<file path="src/core/mcc_params.svh">
`ifndef MCC_PARAMS_SVH
`define MCC_PARAMS_SVH

// ----------------------------------------
// Register word indexes (byte address = 4 * index)
// ----------------------------------------
`define MCC_OFS_MCR 4'h0
`define MCC_OFS_ICR 4'h1
`define MCC_OFS_TCR 4'h2
`define MCC_OFS_BMASK 4'h3
`define MCC_OFS_BFLAG 4'h4
`define MCC_OFS_CTRL 4'h5
`define MCC_OFS_PDIV 4'h6
`define MCC_OFS_WSTAT 4'h7

// ----------------------------------------
// Configuration register fields (LSB-0 numbering)
// ----------------------------------------
`define MCC_BIT_STOP 15
`define MCC_BIT_DBGEN 14
`define MCC_BIT_HALT 12
`define MCC_BIT_UNAVAIL 11
`define MCC_BIT_WAKEIE 10
`define MCC_BIT_SWRST 9
`define MCC_BIT_DBGACK 8
`define MCC_BIT_PRIV 7
`define MCC_BIT_ACTWAKE 6
`define MCC_BIT_APS 5
`define MCC_BIT_STOPACK 4

// ----------------------------------------
// Reset values
// ----------------------------------------
`define MCC_MCR_RST 16'h5980
`define MCC_ICR_RST 16'h000F
`define MCC_ZERO16 16'h0000
`define MCC_CTRL_RST 3'h0
`define MCC_PDIV_RST 8'h00

// ----------------------------------------
// Timing
// ----------------------------------------
`define MCC_CLK_PERIOD_NS 10
`define MCC_SRST_TIME_NS 40
`define MCC_SRST_CYCLES ((`MCC_SRST_TIME_NS + `MCC_CLK_PERIOD_NS - 1) / `MCC_CLK_PERIOD_NS)
`define MCC_SYNC_BITS 11

`endif

</file>
<file path="src/core/mcc_pkg.sv">
package mcc_pkg;
  // Avalon-MM request group, driven by the bus master
  typedef struct packed {
    logic read;
    logic write;
    logic supervisor;
    logic [3:0] address;
    logic [31:0] writedata;
    logic [3:0] byteenable;
  } mcc_avs_req_t;

  // Debug entry and exit sequence
  typedef enum logic [3:0] {
    MCC_DBG_RUN = 4'h1,
    MCC_DBG_HALTING = 4'h2,
    MCC_DBG_FROZEN = 4'h4,
    MCC_DBG_RESUMING = 4'h8
  } mcc_dbg_state_t;

  // Avalon-MM response codes
  typedef enum logic [1:0] {
    MCC_RESP_OKAY = 2'h0,
    MCC_RESP_SLVERR = 2'h2,
    MCC_RESP_DECERR = 2'h3
  } mcc_resp_t;
endpackage

</file>
<file path="src/core/mcc_top.sv">
// Implementation choices: the register addresses and the Avalon-MM register port.
`timescale 1ns/1ns
`include "mcc_params.svh"
module mcc_top (
  input wire logic CLK,
  input wire logic RST,
  input wire mcc_pkg::mcc_avs_req_t AVS_REQ,
  output logic [31:0] AVS_READDATA,
  output logic AVS_WAITREQUEST,
  output mcc_pkg::mcc_resp_t AVS_RESPONSE,
  input wire logic FREEZE_IN,
  input wire logic BUS_RX,
  input wire logic [15:0] BUFFER_EVENTS,
  output logic CLOCKS_RUN,
  output logic DEBUG_ACTIVE,
  output logic BUFFERS_ACTIVE,
  output logic BIT_TICK,
  output logic WAKE_IRQ,
  output logic SOFT_RESET_ACTIVE,
  output logic [2:0] BUS_CTRL_CFG
);
  import mcc_pkg::*;
  localparam logic [15:0] mcr_rst_val = `MCC_MCR_RST; // Named so single bits can be picked

  // ----------------------------------------
  // Declarations
  // ----------------------------------------
  logic freeze_s;
  logic rx_s;
  logic rx_prev_ff;
  logic stop_ff;
  logic dbg_resp_en_ff;
  logic halt_ff;
  logic wake_irq_en_ff;
  logic priv_only_ff;
  logic act_wake_en_ff;
  logic aps_ff;
  logic unavail_ff;
  logic dbg_ack_ff;
  logic stopack_ff;
  logic presc_en_ff;
  logic wake_pend_ff;
  logic [15:0] icr_ff;
  logic [15:0] tcr_ff;
  logic [15:0] bmask_ff;
  logic [15:0] bflag_ff;
  logic [7:0] pdiv_ff;
  logic [7:0] presc_cnt_ff;
  logic [3:0] sync_cnt_ff;
  mcc_dbg_state_t dbg_ff;
  mcc_dbg_state_t nxt_dbg;
  logic srst_busy;
  logic srst_done;

  // ----------------------------------------
  // Helper functions
  // ----------------------------------------
  // Word index match, used by every register decode
  function automatic logic sel(input logic [3:0] addr, input logic [3:0] ofs);
    sel = (addr == ofs);
  endfunction

  // Byte-lane merge of a 16-bit register
  function automatic logic [15:0] be_merge(input logic [15:0] old, input logic [15:0] wd,
                                           input logic [1:0] be);
    be_merge = {be[1] ? wd[15:8] : old[15:8], be[0] ? wd[7:0] : old[7:0]};
  endfunction

  // ----------------------------------------
  // Pin synchronisers
  // ----------------------------------------
  mcc_sync #(.W(2)) u_sync (
    .clk(CLK),
    .rst(RST),
    .din({FREEZE_IN, BUS_RX}),
    .dout({freeze_s, rx_s})
  );

  // ----------------------------------------
  // Avalon-MM slave decode
  // ----------------------------------------
  wire req = AVS_REQ.read || AVS_REQ.write;
  wire accept = req && AVS_WAITREQUEST;          // Cycle in which the answer is prepared
  wire commit = req && !AVS_WAITREQUEST;         // Edge at which the master samples
  wire [3:0] addr = AVS_REQ.address;
  wire [15:0] wd = AVS_REQ.writedata[15:0];
  wire [1:0] be = AVS_REQ.byteenable[1:0];
  wire hit_mcr = sel(addr, `MCC_OFS_MCR);
  wire hit_icr = sel(addr, `MCC_OFS_ICR);
  wire hit_tcr = sel(addr, `MCC_OFS_TCR);
  wire hit_bmask = sel(addr, `MCC_OFS_BMASK);
  wire hit_bflag = sel(addr, `MCC_OFS_BFLAG);
  wire hit_ctrl = sel(addr, `MCC_OFS_CTRL);
  wire hit_pdiv = sel(addr, `MCC_OFS_PDIV);
  wire hit_wstat = sel(addr, `MCC_OFS_WSTAT);
  wire hit_any = hit_mcr || hit_icr || hit_tcr || hit_bmask || hit_bflag || hit_ctrl ||
                 hit_pdiv || hit_wstat;
  wire priv_ok = !priv_only_ff || AVS_REQ.supervisor;
  wire acc_ok = hit_any && priv_ok;
  wire wr_go = commit && AVS_REQ.write && acc_ok;
  wire mcr_wr = wr_go && hit_mcr;
  wire hi_wr = mcr_wr && be[1];
  wire lo_wr = mcr_wr && be[0];

  // ----------------------------------------
  // Soft reset
  // ----------------------------------------
  // self-clearing trigger
  wire srst_start = hi_wr && wd[`MCC_BIT_SWRST];

  mcc_srst_seq u_srst (
    .clk(CLK),
    .rst(RST),
    .start(srst_start),
    .busy(srst_busy),
    .done(srst_done)
  );

  // Host registers go back to reset when the internal cycle ends; bus
  // control and divider keep their values so a running bus is not upset.
  // host register reset
  wire host_clr = srst_done;

  // ----------------------------------------
  // Mode requests and wake detection
  // ----------------------------------------
  // hold acts as freeze
  wire freeze_src = freeze_s || halt_ff;
  wire freeze_req = dbg_resp_en_ff && freeze_src;
  wire rx_fall = rx_prev_ff && !rx_s;            // Recessive to dominant
  wire wake_hit = stop_ff && act_wake_en_ff && rx_fall;
  // A stop write racing a bus edge with self-wake set does not take
  wire wr_act_wake = lo_wr ? wd[`MCC_BIT_ACTWAKE] : act_wake_en_ff;
  wire stop_race = wr_act_wake && rx_fall;
  wire stop_set = hi_wr && wd[`MCC_BIT_STOP] && !stop_race && !srst_start;

  // ----------------------------------------
  // Stop request bit
  // ----------------------------------------
  // set by CPU only, cleared by CPU, wake or soft reset
  wire nxt_stop = (host_clr || srst_start || wake_hit) ? 1'b0 :
                  hi_wr ? stop_set : stop_ff;

  always_ff @(posedge CLK or posedge RST) begin
    if (RST) begin
      stop_ff <= mcr_rst_val[`MCC_BIT_STOP];
      stopack_ff <= mcr_rst_val[`MCC_BIT_STOPACK];
      CLOCKS_RUN <= 1'b1;
    end else begin
      stop_ff <= nxt_stop;
      stopack_ff <= stop_ff;                       // Acknowledge once clocks are off
      CLOCKS_RUN <= !nxt_stop;
    end
  end

  // ----------------------------------------
  // Configuration register writable fields
  // ----------------------------------------
  // hold comes up set
  always_ff @(posedge CLK or posedge RST) begin
    if (RST) begin
      dbg_resp_en_ff <= mcr_rst_val[`MCC_BIT_DBGEN];
      halt_ff <= mcr_rst_val[`MCC_BIT_HALT];
      wake_irq_en_ff <= mcr_rst_val[`MCC_BIT_WAKEIE];
      priv_only_ff <= mcr_rst_val[`MCC_BIT_PRIV];
      act_wake_en_ff <= mcr_rst_val[`MCC_BIT_ACTWAKE];
      aps_ff <= mcr_rst_val[`MCC_BIT_APS];
    end else if (host_clr) begin
      dbg_resp_en_ff <= mcr_rst_val[`MCC_BIT_DBGEN];
      halt_ff <= mcr_rst_val[`MCC_BIT_HALT];
      wake_irq_en_ff <= mcr_rst_val[`MCC_BIT_WAKEIE];
      priv_only_ff <= mcr_rst_val[`MCC_BIT_PRIV];
      act_wake_en_ff <= mcr_rst_val[`MCC_BIT_ACTWAKE];
      aps_ff <= mcr_rst_val[`MCC_BIT_APS];
    end else begin
      if (hi_wr) begin
        dbg_resp_en_ff <= wd[`MCC_BIT_DBGEN];
        halt_ff <= wd[`MCC_BIT_HALT];
        wake_irq_en_ff <= wd[`MCC_BIT_WAKEIE];
      end
      if (lo_wr) begin
        priv_only_ff <= wd[`MCC_BIT_PRIV];
        act_wake_en_ff <= wd[`MCC_BIT_ACTWAKE];
        aps_ff <= wd[`MCC_BIT_APS];
      end
    end
  end

  // ----------------------------------------
  // Debug sequence
  // ----------------------------------------
  // prescaler off before ack, back on before ack drops
  always_comb begin
    nxt_dbg = dbg_ff;
    case (dbg_ff)
      MCC_DBG_RUN: begin
        if (freeze_req) begin
          nxt_dbg = MCC_DBG_HALTING;
        end
      end
      MCC_DBG_HALTING: begin
        nxt_dbg = MCC_DBG_FROZEN;
      end
      MCC_DBG_FROZEN: begin
        // leave when enable or source drops
        if (!freeze_req) begin
          nxt_dbg = MCC_DBG_RESUMING;
        end
      end
      MCC_DBG_RESUMING: begin
        nxt_dbg = MCC_DBG_RUN;
      end
      default: begin
        nxt_dbg = MCC_DBG_RUN;
      end
    endcase
  end

  wire dbg_enter = (dbg_ff == MCC_DBG_RUN) && freeze_req;

  always_ff @(posedge CLK or posedge RST) begin
    if (RST) begin
      dbg_ff <= MCC_DBG_RUN;
      presc_en_ff <= 1'b1;
      dbg_ack_ff <= 1'b0;
      DEBUG_ACTIVE <= 1'b0;
    end else begin
      dbg_ff <= nxt_dbg;
      presc_en_ff <= (nxt_dbg == MCC_DBG_RUN) || (nxt_dbg == MCC_DBG_RESUMING);
      dbg_ack_ff <= (nxt_dbg == MCC_DBG_FROZEN) || (nxt_dbg == MCC_DBG_RESUMING);
      DEBUG_ACTIVE <= nxt_dbg != MCC_DBG_RUN;
    end
  end

  // ----------------------------------------
  // Not-ready flag and bus synchronisation
  // ----------------------------------------
  // Sync needs a run of recessive samples after both modes are left;
  // a dominant sample restarts the count.
  wire modes_off = !stop_ff && (dbg_ff == MCC_DBG_RUN) && !freeze_req;
  wire sync_done = sync_cnt_ff == 4'(`MCC_SYNC_BITS - 1);
  wire [3:0] nxt_sync = (unavail_ff && modes_off && rx_s) ? sync_cnt_ff + 4'h1 : 4'h0;
  wire unavail_set = dbg_enter || stop_set;
  wire unavail_clr = (modes_off && rx_s && sync_done) || (wake_hit && dbg_ff == MCC_DBG_RUN);

  always_ff @(posedge CLK or posedge RST) begin
    if (RST) begin
      unavail_ff <= mcr_rst_val[`MCC_BIT_UNAVAIL];
      sync_cnt_ff <= 4'h0;
      rx_prev_ff <= 1'b0;                        // Same as synchroniser reset: no false edge
    end else begin
      unavail_ff <= unavail_set || (unavail_ff && !unavail_clr);
      sync_cnt_ff <= unavail_clr ? 4'h0 : nxt_sync;
      rx_prev_ff <= rx_s;
    end
  end

  // ----------------------------------------
  // Bit prescaler
  // ----------------------------------------
  wire presc_run = presc_en_ff && !stop_ff;
  wire presc_wrap = presc_cnt_ff == pdiv_ff;

  always_ff @(posedge CLK or posedge RST) begin
    if (RST) begin
      presc_cnt_ff <= 8'h00;
      BIT_TICK <= 1'b0;
    end else begin
      presc_cnt_ff <= (!presc_run || presc_wrap) ? 8'h00 : presc_cnt_ff + 8'h01;
      BIT_TICK <= presc_run && presc_wrap;
    end
  end

  // ----------------------------------------
  // Buffer activity and wake interrupt
  // ----------------------------------------
  // buffers idle while held
  wire buf_ok = !halt_ff && (dbg_ff == MCC_DBG_RUN) && !stop_ff && !unavail_ff;
  wire wake_w1c = wr_go && hit_wstat && be[0] && wd[0];

  always_ff @(posedge CLK or posedge RST) begin
    if (RST) begin
      wake_pend_ff <= 1'b0;
      WAKE_IRQ <= 1'b0;
      BUFFERS_ACTIVE <= 1'b0;
      SOFT_RESET_ACTIVE <= 1'b0;
    end else begin
      // Set wins over a clear in the same cycle
      wake_pend_ff <= wake_hit || (wake_pend_ff && !wake_w1c);
      WAKE_IRQ <= wake_irq_en_ff && (wake_hit || (wake_pend_ff && !wake_w1c));
      BUFFERS_ACTIVE <= buf_ok;
      SOFT_RESET_ACTIVE <= srst_start || (srst_busy && !srst_done);
    end
  end

  // ----------------------------------------
  // Host interface registers
  // ----------------------------------------
  // test register and direct flag writes only while held
  wire tcr_wr = wr_go && hit_tcr && halt_ff;
  wire [15:0] bflag_clr = (wr_go && hit_bflag && !halt_ff) ? be_merge(16'h0000, wd, be) : 16'h0;
  wire bflag_load = wr_go && hit_bflag && halt_ff;

  always_ff @(posedge CLK or posedge RST) begin
    if (RST) begin
      icr_ff <= `MCC_ICR_RST;
      tcr_ff <= `MCC_ZERO16;
      bmask_ff <= `MCC_ZERO16;
      bflag_ff <= `MCC_ZERO16;
    end else if (host_clr) begin
      icr_ff <= `MCC_ICR_RST;
      tcr_ff <= `MCC_ZERO16;
      bmask_ff <= `MCC_ZERO16;
      bflag_ff <= `MCC_ZERO16;
    end else begin
      if (wr_go && hit_icr) begin
        icr_ff <= be_merge(icr_ff, wd, be);
      end
      if (tcr_wr) begin
        tcr_ff <= be_merge(tcr_ff, wd, be);
      end
      if (wr_go && hit_bmask) begin
        bmask_ff <= be_merge(bmask_ff, wd, be);
      end
      // Buffer events win over a clear in the same cycle
      bflag_ff <= (bflag_load ? be_merge(bflag_ff, wd, be) : (bflag_ff & ~bflag_clr)) |
                  BUFFER_EVENTS;
    end
  end

  // bus control and divider survive soft reset
  always_ff @(posedge CLK or posedge RST) begin
    if (RST) begin
      BUS_CTRL_CFG <= `MCC_CTRL_RST;
      pdiv_ff <= `MCC_PDIV_RST;
    end else begin
      if (wr_go && hit_ctrl && be[0]) begin
        BUS_CTRL_CFG <= wd[2:0];
      end
      if (wr_go && hit_pdiv && be[0]) begin
        pdiv_ff <= wd[7:0];
      end
    end
  end

  // ----------------------------------------
  // Read data selection
  // ----------------------------------------
  // reserved and unused bits read zero
  wire [15:0] mcr_view = {stop_ff, dbg_resp_en_ff, 1'b0, halt_ff, unavail_ff,
                          wake_irq_en_ff, srst_busy || SOFT_RESET_ACTIVE, dbg_ack_ff,
                          priv_only_ff, act_wake_en_ff, aps_ff, stopack_ff, 4'h0};
  wire [15:0] rd_mux = ({16{hit_mcr}} & mcr_view) |
                       ({16{hit_icr}} & icr_ff) |
                       ({16{hit_tcr}} & tcr_ff) |
                       ({16{hit_bmask}} & bmask_ff) |
                       ({16{hit_bflag}} & bflag_ff) |
                       ({16{hit_ctrl}} & {13'h0, BUS_CTRL_CFG}) |
                       ({16{hit_pdiv}} & {8'h00, pdiv_ff}) |
                       ({16{hit_wstat}} & {15'h0, wake_pend_ff});
  wire mcc_resp_t resp_sel = !hit_any ? MCC_RESP_DECERR :
                             !priv_ok ? MCC_RESP_SLVERR : MCC_RESP_OKAY;

  // ----------------------------------------
  // Bus answer: one wait cycle, then a single ready cycle
  // ----------------------------------------
  always_ff @(posedge CLK or posedge RST) begin
    if (RST) begin
      AVS_WAITREQUEST <= 1'b1;
      AVS_READDATA <= 32'h00000000;
      AVS_RESPONSE <= MCC_RESP_OKAY;
    end else begin
      AVS_WAITREQUEST <= !accept;
      if (accept) begin
        AVS_READDATA <= (AVS_REQ.read && acc_ok) ? {16'h0000, rd_mux} : 32'h00000000;
        AVS_RESPONSE <= resp_sel;
      end
    end
  end
endmodule

</file>
<file path="src/core/mcc_sync.sv">
`timescale 1ns/1ns
module mcc_sync #(
  parameter int W = 1
) (
  input wire logic clk,
  input wire logic rst,
  input wire logic [W-1:0] din,
  output logic [W-1:0] dout
);
  logic [W-1:0] meta_ff;

  // ----------------------------------------
  // Two-stage synchroniser, first stage read only by the second
  // ----------------------------------------
  always_ff @(posedge clk or posedge rst) begin
    if (rst) begin
      meta_ff <= '0;
      dout <= '0;
    end else begin
      meta_ff <= din;
      dout <= meta_ff;
    end
  end
endmodule

</file>
<file path="src/core/mcc_srst_seq.sv">
`timescale 1ns/1ns
`include "mcc_params.svh"
module mcc_srst_seq (
  input wire logic clk,
  input wire logic rst,
  input wire logic start,
  output logic busy,
  output logic done
);
  logic [2:0] cnt_ff;
  logic [2:0] nxt_cnt;
  logic last;

  // Last cycle of the internal reset interval
  assign last = busy && (cnt_ff == 3'(`MCC_SRST_CYCLES - 1));
  assign nxt_cnt = busy ? cnt_ff + 3'h1 : 3'h0;

  // ----------------------------------------
  // Soft reset interval counter
  // ----------------------------------------
  always_ff @(posedge clk or posedge rst) begin
    if (rst) begin
      busy <= 1'b0;
      done <= 1'b0;
      cnt_ff <= 3'h0;
    end else begin
      // A retrigger while busy is absorbed into the running cycle; one in its last cycle starts a new cycle
      busy <= (busy && !last) || start;
      done <= last;
      cnt_ff <= last ? 3'h0 : nxt_cnt;
    end
  end
endmodule

</file>
<file path="config.mk">
export PLATFORM = sky130hd
export DESIGN_NAME = mcc_top
export DESIGN_NICKNAME = d
export VERILOG_FILES = /design/src/core/mcc_pkg.sv /design/src/core/mcc_top.sv /design/src/core/mcc_sync.sv /design/src/core/mcc_srst_seq.sv
export VERILOG_INCLUDE_DIRS = /design/src /design/src/core
export SDC_FILE = /design/constraint.sdc
export NUM_CORES = 1
export LEC_CHECK = 0
export ABC_AREA = 1
export ABC_CLOCK_PERIOD_IN_PS = 3800
export BUFFER_PORTS_ARGS = -buffer_cell sky130_fd_sc_hd__buf_2
export CORE_UTILIZATION = 35
export DETAILED_ROUTE_END_ITERATION = 16
export GPL_TIMING_DRIVEN = 0
export PLACE_DENSITY = 0.55
export SYNTH_ARGS = -nofsm -noshare
export SYNTH_HDL_FRONTEND = slang
export SYNTH_SLANG_ARGS = --single-unit
</file>
<file path="constraint.sdc">
create_clock -name CLK -period 3.8 [get_ports CLK]
set_input_delay 0.19 -clock CLK [delete_from_list [all_inputs] [get_ports CLK]]
set_output_delay 0.19 -clock CLK [all_outputs]
set_load 0.05 [all_outputs]
</file>
Word-level counts from Yosys, hierarchy flattened --
Cells that the tools add are included.
Cells by class: eq/ne operators 17, bitwise operators 18, $add $sub $neg 3, reduce and logical (&&, ||, !) cells 103, multiplexer cells 40
Operators by type and width (number):
- $mux W16 | 10
- $or A16 B16 Y16 | 8
- $and A16 B16 Y16 | 6
- $mux W8 | 7
- $logic_and A1 B1 Y1 | 51
- $eq A4 B3 Y1 const B | 6
- $logic_or A1 B1 Y1 | 22
- $and A16 B1 Y16 | 1
- $and A16 B3 Y16 | 1
- $and A16 B8 Y16 | 1
- $logic_not A1 Y1 | 16
- $mux W4 | 4
- $not A16 Y16 | 1
- $mux W1 | 14
- $reduce_bool A2 Y1 | 7
- $eq A4 B1 Y1 const B | 3
- $eq A4 B2 Y1 const B | 3
- $pmux W4 S3 | 1
- $reduce_and A2 Y1 | 6
- $add A8 B1 Y8 const B | 1
- $eq A4 B4 Y1 const B | 2
- $eq A8 B8 Y1 | 1
- $mux W3 | 2
- $add A4 B1 Y4 const B | 1
- other kinds (5) | 6
Word-level totals: bits of input ports 63, register bits 154, logic and storage cells 220, output and inout bits 44

Logic depth before layout (Yosys ltp) --
depth in word-level cells 20, mapped depth 10

By module --
Synthesis repeated with hierarchy kept, for this count alone.
Second synthesis, totals: cells, all modules 871, area total of the unflattened synthesis 6809.0 µm²
Modules (own cells, without submodules):
- mcc_top | seq. area each 3243.1 µm², cells an instance 847, instances 1, area each 6507.5 µm²
- mcc_srst_seq | seq. area each 125.1 µm², cells an instance 19, instances 1, area each 197.7 µm²
- mcc_sync | seq. area each 100.1 µm², cells an instance 5, instances 1, area each 103.8 µm²

Worst setup path before layout --
OpenSTA, ideal clock, no wires.
path kind reg2reg, from reg AVS_WAITREQUEST, to reg tcr_ff[8], setup time 0.074 ns, clock period less this slack 1.600 ns, cell stages (with the launch flop) 8, buffers on the path 1, data arrival time 1.526 ns, setup slack 2.200 ns, path through dfstp_2 inv_2 nand4_2 nor3_4 a21oi_2 buf_6 nand2_1 o21ai_2
Between the ends: cells in the longest elaborated chain, start to end 8
Ends and longest elaborated chain:
- start, declared | RTL line mcc_top.sv:9 | output logic AVS_WAITREQUEST,
- start signal, assigned | RTL line mcc_top.sv:373 | AVS_WAITREQUEST <= !accept;
- $logic_not A1 Y1 | RTL line mcc_top.sv:84 | wire commit = req && !AVS_WAITREQUEST;
- $logic_and A1 B1 Y1 | RTL line mcc_top.sv:84
- $logic_and A1 B1 Y1 (2 in series) | RTL line mcc_top.sv:100 | wire wr_go = commit && AVS_REQ.write && acc_ok;
- $logic_and A1 B1 Y1 (2 in series) | RTL line mcc_top.sv:300 | wire tcr_wr = wr_go && hit_tcr && halt_ff;
- $reduce_bool A2 Y1 (no source line)
- $reduce_and A2 Y1 (no source line)
- end signal, assigned | RTL line mcc_top.sv:307 | tcr_ff <= `MCC_ZERO16;
- end signal, assigned | RTL line mcc_top.sv:312 | tcr_ff <= `MCC_ZERO16;
- end signal, assigned | RTL line mcc_top.sv:320 | tcr_ff <= be_merge(tcr_ff, wd, be);
- end, declared | RTL line mcc_top.sv:44 | logic [15:0] tcr_ff;
Every way passes these cells. A chain may end at the register's enable or synchronous reset.

Worst setup path after layout --
from reg u_srst.done, to reg icr_ff[11]
Between the ends: cells in the longest elaborated chain, start to end 2, elaborated cells on any way between the ends 4, classes of those cells 1 x mux; 3 x reduce/logical
Ends and longest elaborated chain:
- start, declared | RTL line mcc_srst_seq.sv:8 | output logic done
- start signal, assigned | RTL line mcc_srst_seq.sv:29 | done <= last;
- $reduce_bool A2 Y1 (no source line)
- $reduce_and A2 Y1 (no source line)
- end signal, assigned | RTL line mcc_top.sv:306 | icr_ff <= `MCC_ICR_RST;
- end signal, assigned | RTL line mcc_top.sv:311 | icr_ff <= `MCC_ICR_RST;
- end signal, assigned | RTL line mcc_top.sv:317 | icr_ff <= be_merge(icr_ff, wd, be);
- end, declared | RTL line mcc_top.sv:43 | logic [15:0] icr_ff;
Parallel ways exist; a longest one is shown, timed or not.

==> metrics.csv <==
stage,metric,value,unit
routing,drt-total-wl,18.6,mm
power_and_ir_drop,totalPowerFinal,3.86,mW
timing,max_freq,0.574,GHz
cells_and_area,num_antenna_cells,0,
floorplan,ios,107,
timing,post-route-period-util,0.458,
cells_and_area,layout-drive-gt1-share,0.215,
placed_design,dpl_worst_slack,2060,ps
yosys,synth_area_per_cell,8.22,µm²
clocking,cts_tree,yes,
worst_setup_path,crit_start,u_srst.done,
yosys,ys_top_cells_by_count,"258 x nand2_1, 126 x dfrtp_1, 70 x inv_1",
timing,hold_violations,0,
timing,slew_headroom,0.601,
routing,via_count,5647,
flow_run,cap_violations,0,
worst_setup_path,cp-endpoint,icr_ff[11],
worst_hold_path,worstHoldPathType,input pin to register,
floorplan,die_w,141,µm
global_routing,overflow,0,
yosys,synth_top_area_frac,0.468,
worst_setup_path,r2r_slack,2060,ps
clocking,cts.htree.levels,4,
yosys,yosysWarnings,0,
clocking,path_clk_slew,60,ps
power_and_ir_drop,clock_power_share,0.446,
worst_setup_path,criticalPathCategory,register to register,
power_and_ir_drop,p_int,2.81,mW
timing,fin_worst_skew,8.40,ps
power_and_ir_drop,combinationalPowerShare,0.129,
worst_setup_path,path_max_fanout,10,
worst_setup_path,worst_r2r_endpoint,icr_ff[11],
clocking,cts_buffer_depth,2,
timing,worstMarginPinSlew,598,ps
yosys,synth_seq_cells,138,
routing,drt_first_pass_iters,5,
power_and_ir_drop,power.leakage,4.17,nW
timing,setup_viol,0,
yosys,synth_edf_count,0,
worst_setup_path,startpoint_type,register,
floorplan,rows,50,
routing,antenna_left,0,
yosys,synth_compound_area_frac,0.110,
timing,rsz0062_at_grt,false,
clocking,clk_latency,430,ps
yosys,synth-xor-area-share,0.0104,
power_and_ir_drop,p_switching,1.05,mW
floorplan,placeableCoreArea,0.0188,mm²
timing,setup_ws,2060,ps
cells_and_area,seqCellArea,0.00347,mm²
routing,wire_per_inst,15.7,µm
placed_design,io_buffers,71,
floorplan,fp.dieH,141,µm
global_routing,grt_max_degree,42,
yosys,synth_most_common_cell,nand2_1,
worst_setup_path,cp-end-kind,register,
placed_design,hpwl,14.2,mm
clocking,post_cts_buffers,0,
power_and_ir_drop,powerDensity,471,mW/mm²
routing,via_per_inst,4.78,
timing,fin_tns_setup,0,ps
routing,route.detailed.drc,0,
floorplan,floorplan.initialDensity,0.359,
worst_setup_path,worstRegToRegCells,5,
global_routing,grt_pass1_wl,30.1,mm
timing,min_period,1740,ps
clocking,cts_hold_buf,5,
yosys,synth.cell_area,0.00674,mm²
power_and_ir_drop,p_seq_frac,0.425,
yosys,yosys.area_share.simple,0.262,
clocking,cts.sinks,138,
placed_design,gp_congestion,0.845,
yosys,synth_cell_types,43,
yosys,syn_inst,820,
yosys,yosys.area_share.adder,0.00928,
yosys,synth.area.mux_share,0.00501,
yosys,synthFlopType,dfrtp_1,
outcome,status,"complete, no violations",
yosys,synthArstFlopShare,1.00,
power_and_ir_drop,peakVddDrop,0.333,mV
yosys,synth_top_cell_by_area,dfrtp_1,
worst_setup_path,critPathArrivalTime,2090,ps
cells_and_area,fin_nets,1002,
clocking,root_buffer,clkbuf_16,
power_and_ir_drop,p_sw_frac,0.273,
cells_and_area,fill_cells,1913,
cells_and_area,multi_input_area,0.00274,mm²
routing,drtIter0Drc,484,
yosys,synth_top_family_by_area,simple AND/OR/NAND/NOR gates,
worst_setup_path,worst_r2r_startpoint,u_srst.done,
clocking,cts_buffers,17,
yosys,netlist_top_cells_area,"dfrtp_1 47%, nand2_1 14%, dfstp_2 4.7%, o21ai_1 4.7%, nand3_1 4.3%",
worst_hold_path,hp-start,BUFFER_EVENTS[9],
worst_setup_path,required,4150,ps
cells_and_area,synthToLayoutAreaGrowth,21.5,%
global_routing,antenna_found_initial,0,
global_routing,grt_pass1_vias,5566,
clocking,cts-resized-gates,0,
timing,slew_viol_final,0,
yosys,ys_seq_area_frac,0.514,
floorplan,dieArea,0.0198,mm²
global_routing,grt.total_usage,0.199,
-- worst min-delay path by stage --
stage,endpoint,slack (ps),cells past startpoint
global placement,u_sync.meta_ff[0],300,1
CTS,bflag_ff[12],40,5
finish,bflag_ff[9],50,5
floorplan,u_sync.meta_ff[0],220,0
global route,bflag_ff[11],70,5
detailed placement,AVS_READDATA[14],260,2
-- power groups by stage --
| stage | clock, mW | sequential [mW] | combinational [mW] |
|---|---|---|---|
| 2_1_floorplan | 0 | 1.71 | 0.296 |
| 3_5_place_dp | 0 | 1.67 | 0.501 |
| 3_3_place_gp | 0 | 1.67 | 0.486 |
| 4_1_cts | 1.75 | 1.64 | 0.507 |
| 5_1_grt | 1.81 | 1.66 | 0.553 |
| 6_report | 1.72 | 1.64 | 0.497 |
-- cell families (layout without fill, tap and decap cells) --
| kind of cell | Yosys count | count (layout) |
|---|---|---|
| AND/OR/NAND/NOR | 409 | 409 |
| flip-flops | 138 | 138 |
| AO/OA/AOI/OAI | 128 | 128 |
| buffers and inverters | 128 | 240 |
| XOR/XNOR | 8 | 8 |
| adder cells (fa/ha/maj) | 5 | 5 |
| multiplexers | 3 | 3 |
| other | 1 | 16 |
-- critical path, cell delays in order, from the launching register on --
cell	delay, ps
dfrtp_1	420
buf_2	230
inv_1	130
clkbuf_1	460
nand2_1	250
o21ai_1	180
-- sequential cells by signal, indices dropped and copies added (netlist names), 2 cells and up --
name            cells
AVS_READDATA       16
bflag_ff           16
bmask_ff           16
icr_ff             16
tcr_ff             16
pdiv_ff             8
presc_cnt_ff        8
dbg_ff              4
sync_cnt_ff         4
BUS_CTRL_CFG        3
u_srst.cnt_ff       3
AVS_RESPONSE        2
u_sync.dout         2
u_sync.meta_ff      2
-- routing by layer --
metal  track usage  up-vias  wire, µm
met2         0.316      153      8390
met4        0.0624        0       248
li1              -     2842         -
met1         0.278     2634      9150
met5             0        -         0
met3        0.0340       18       797
-- layout by cell type (no fill, tap or decap), types with 9 or more instances in the layout --
master and count:
inv_1 69, dfrtp_1 126, conb_1 16, o21ai_1 63
nor3_1 10, a21oi_1 18, nand2_1 258, buf_2 83
o21ai_0 22, nand4_1 9, clkbuf_16 17, buf_4 20
inv_2 13, dfstp_2 12, nor2_1 47, nand3_1 58
-- stage by stage --
| stage | cell area [µm²] | std cells | hold WS, ps | utilization |
|---|---|---|---|---|
| after floorplan | 6800 | 835 | 221 | - |
| after global placement | 7450 | 1140 | 299 | 0.397 |
| after detailed placement | 7530 | 1144 | 262 | 0.401 |
| after CTS | 8200 | 1181 | 37.0 | 0.437 |
| after global routing | 8200 | 1181 | 65.9 | 0.437 |
| final | 8200 | 1181 | 51.1 | 0.437 |
-- cell type report --
class / count / share of cell area
Timing Repair Buffer: 80 / 0.0592
Clock inverter: 11 / 0.0176
Clock buffer: 21 / 0.0574
Buffer: 45 / 0.0344
Multi-Input combinational cell: 569 / 0.334
Tap cell: 234 / 0.0357
Inverter: 83 / 0.0385
Sequential cell: 138 / 0.423
(Power assumes the default switching activity.)
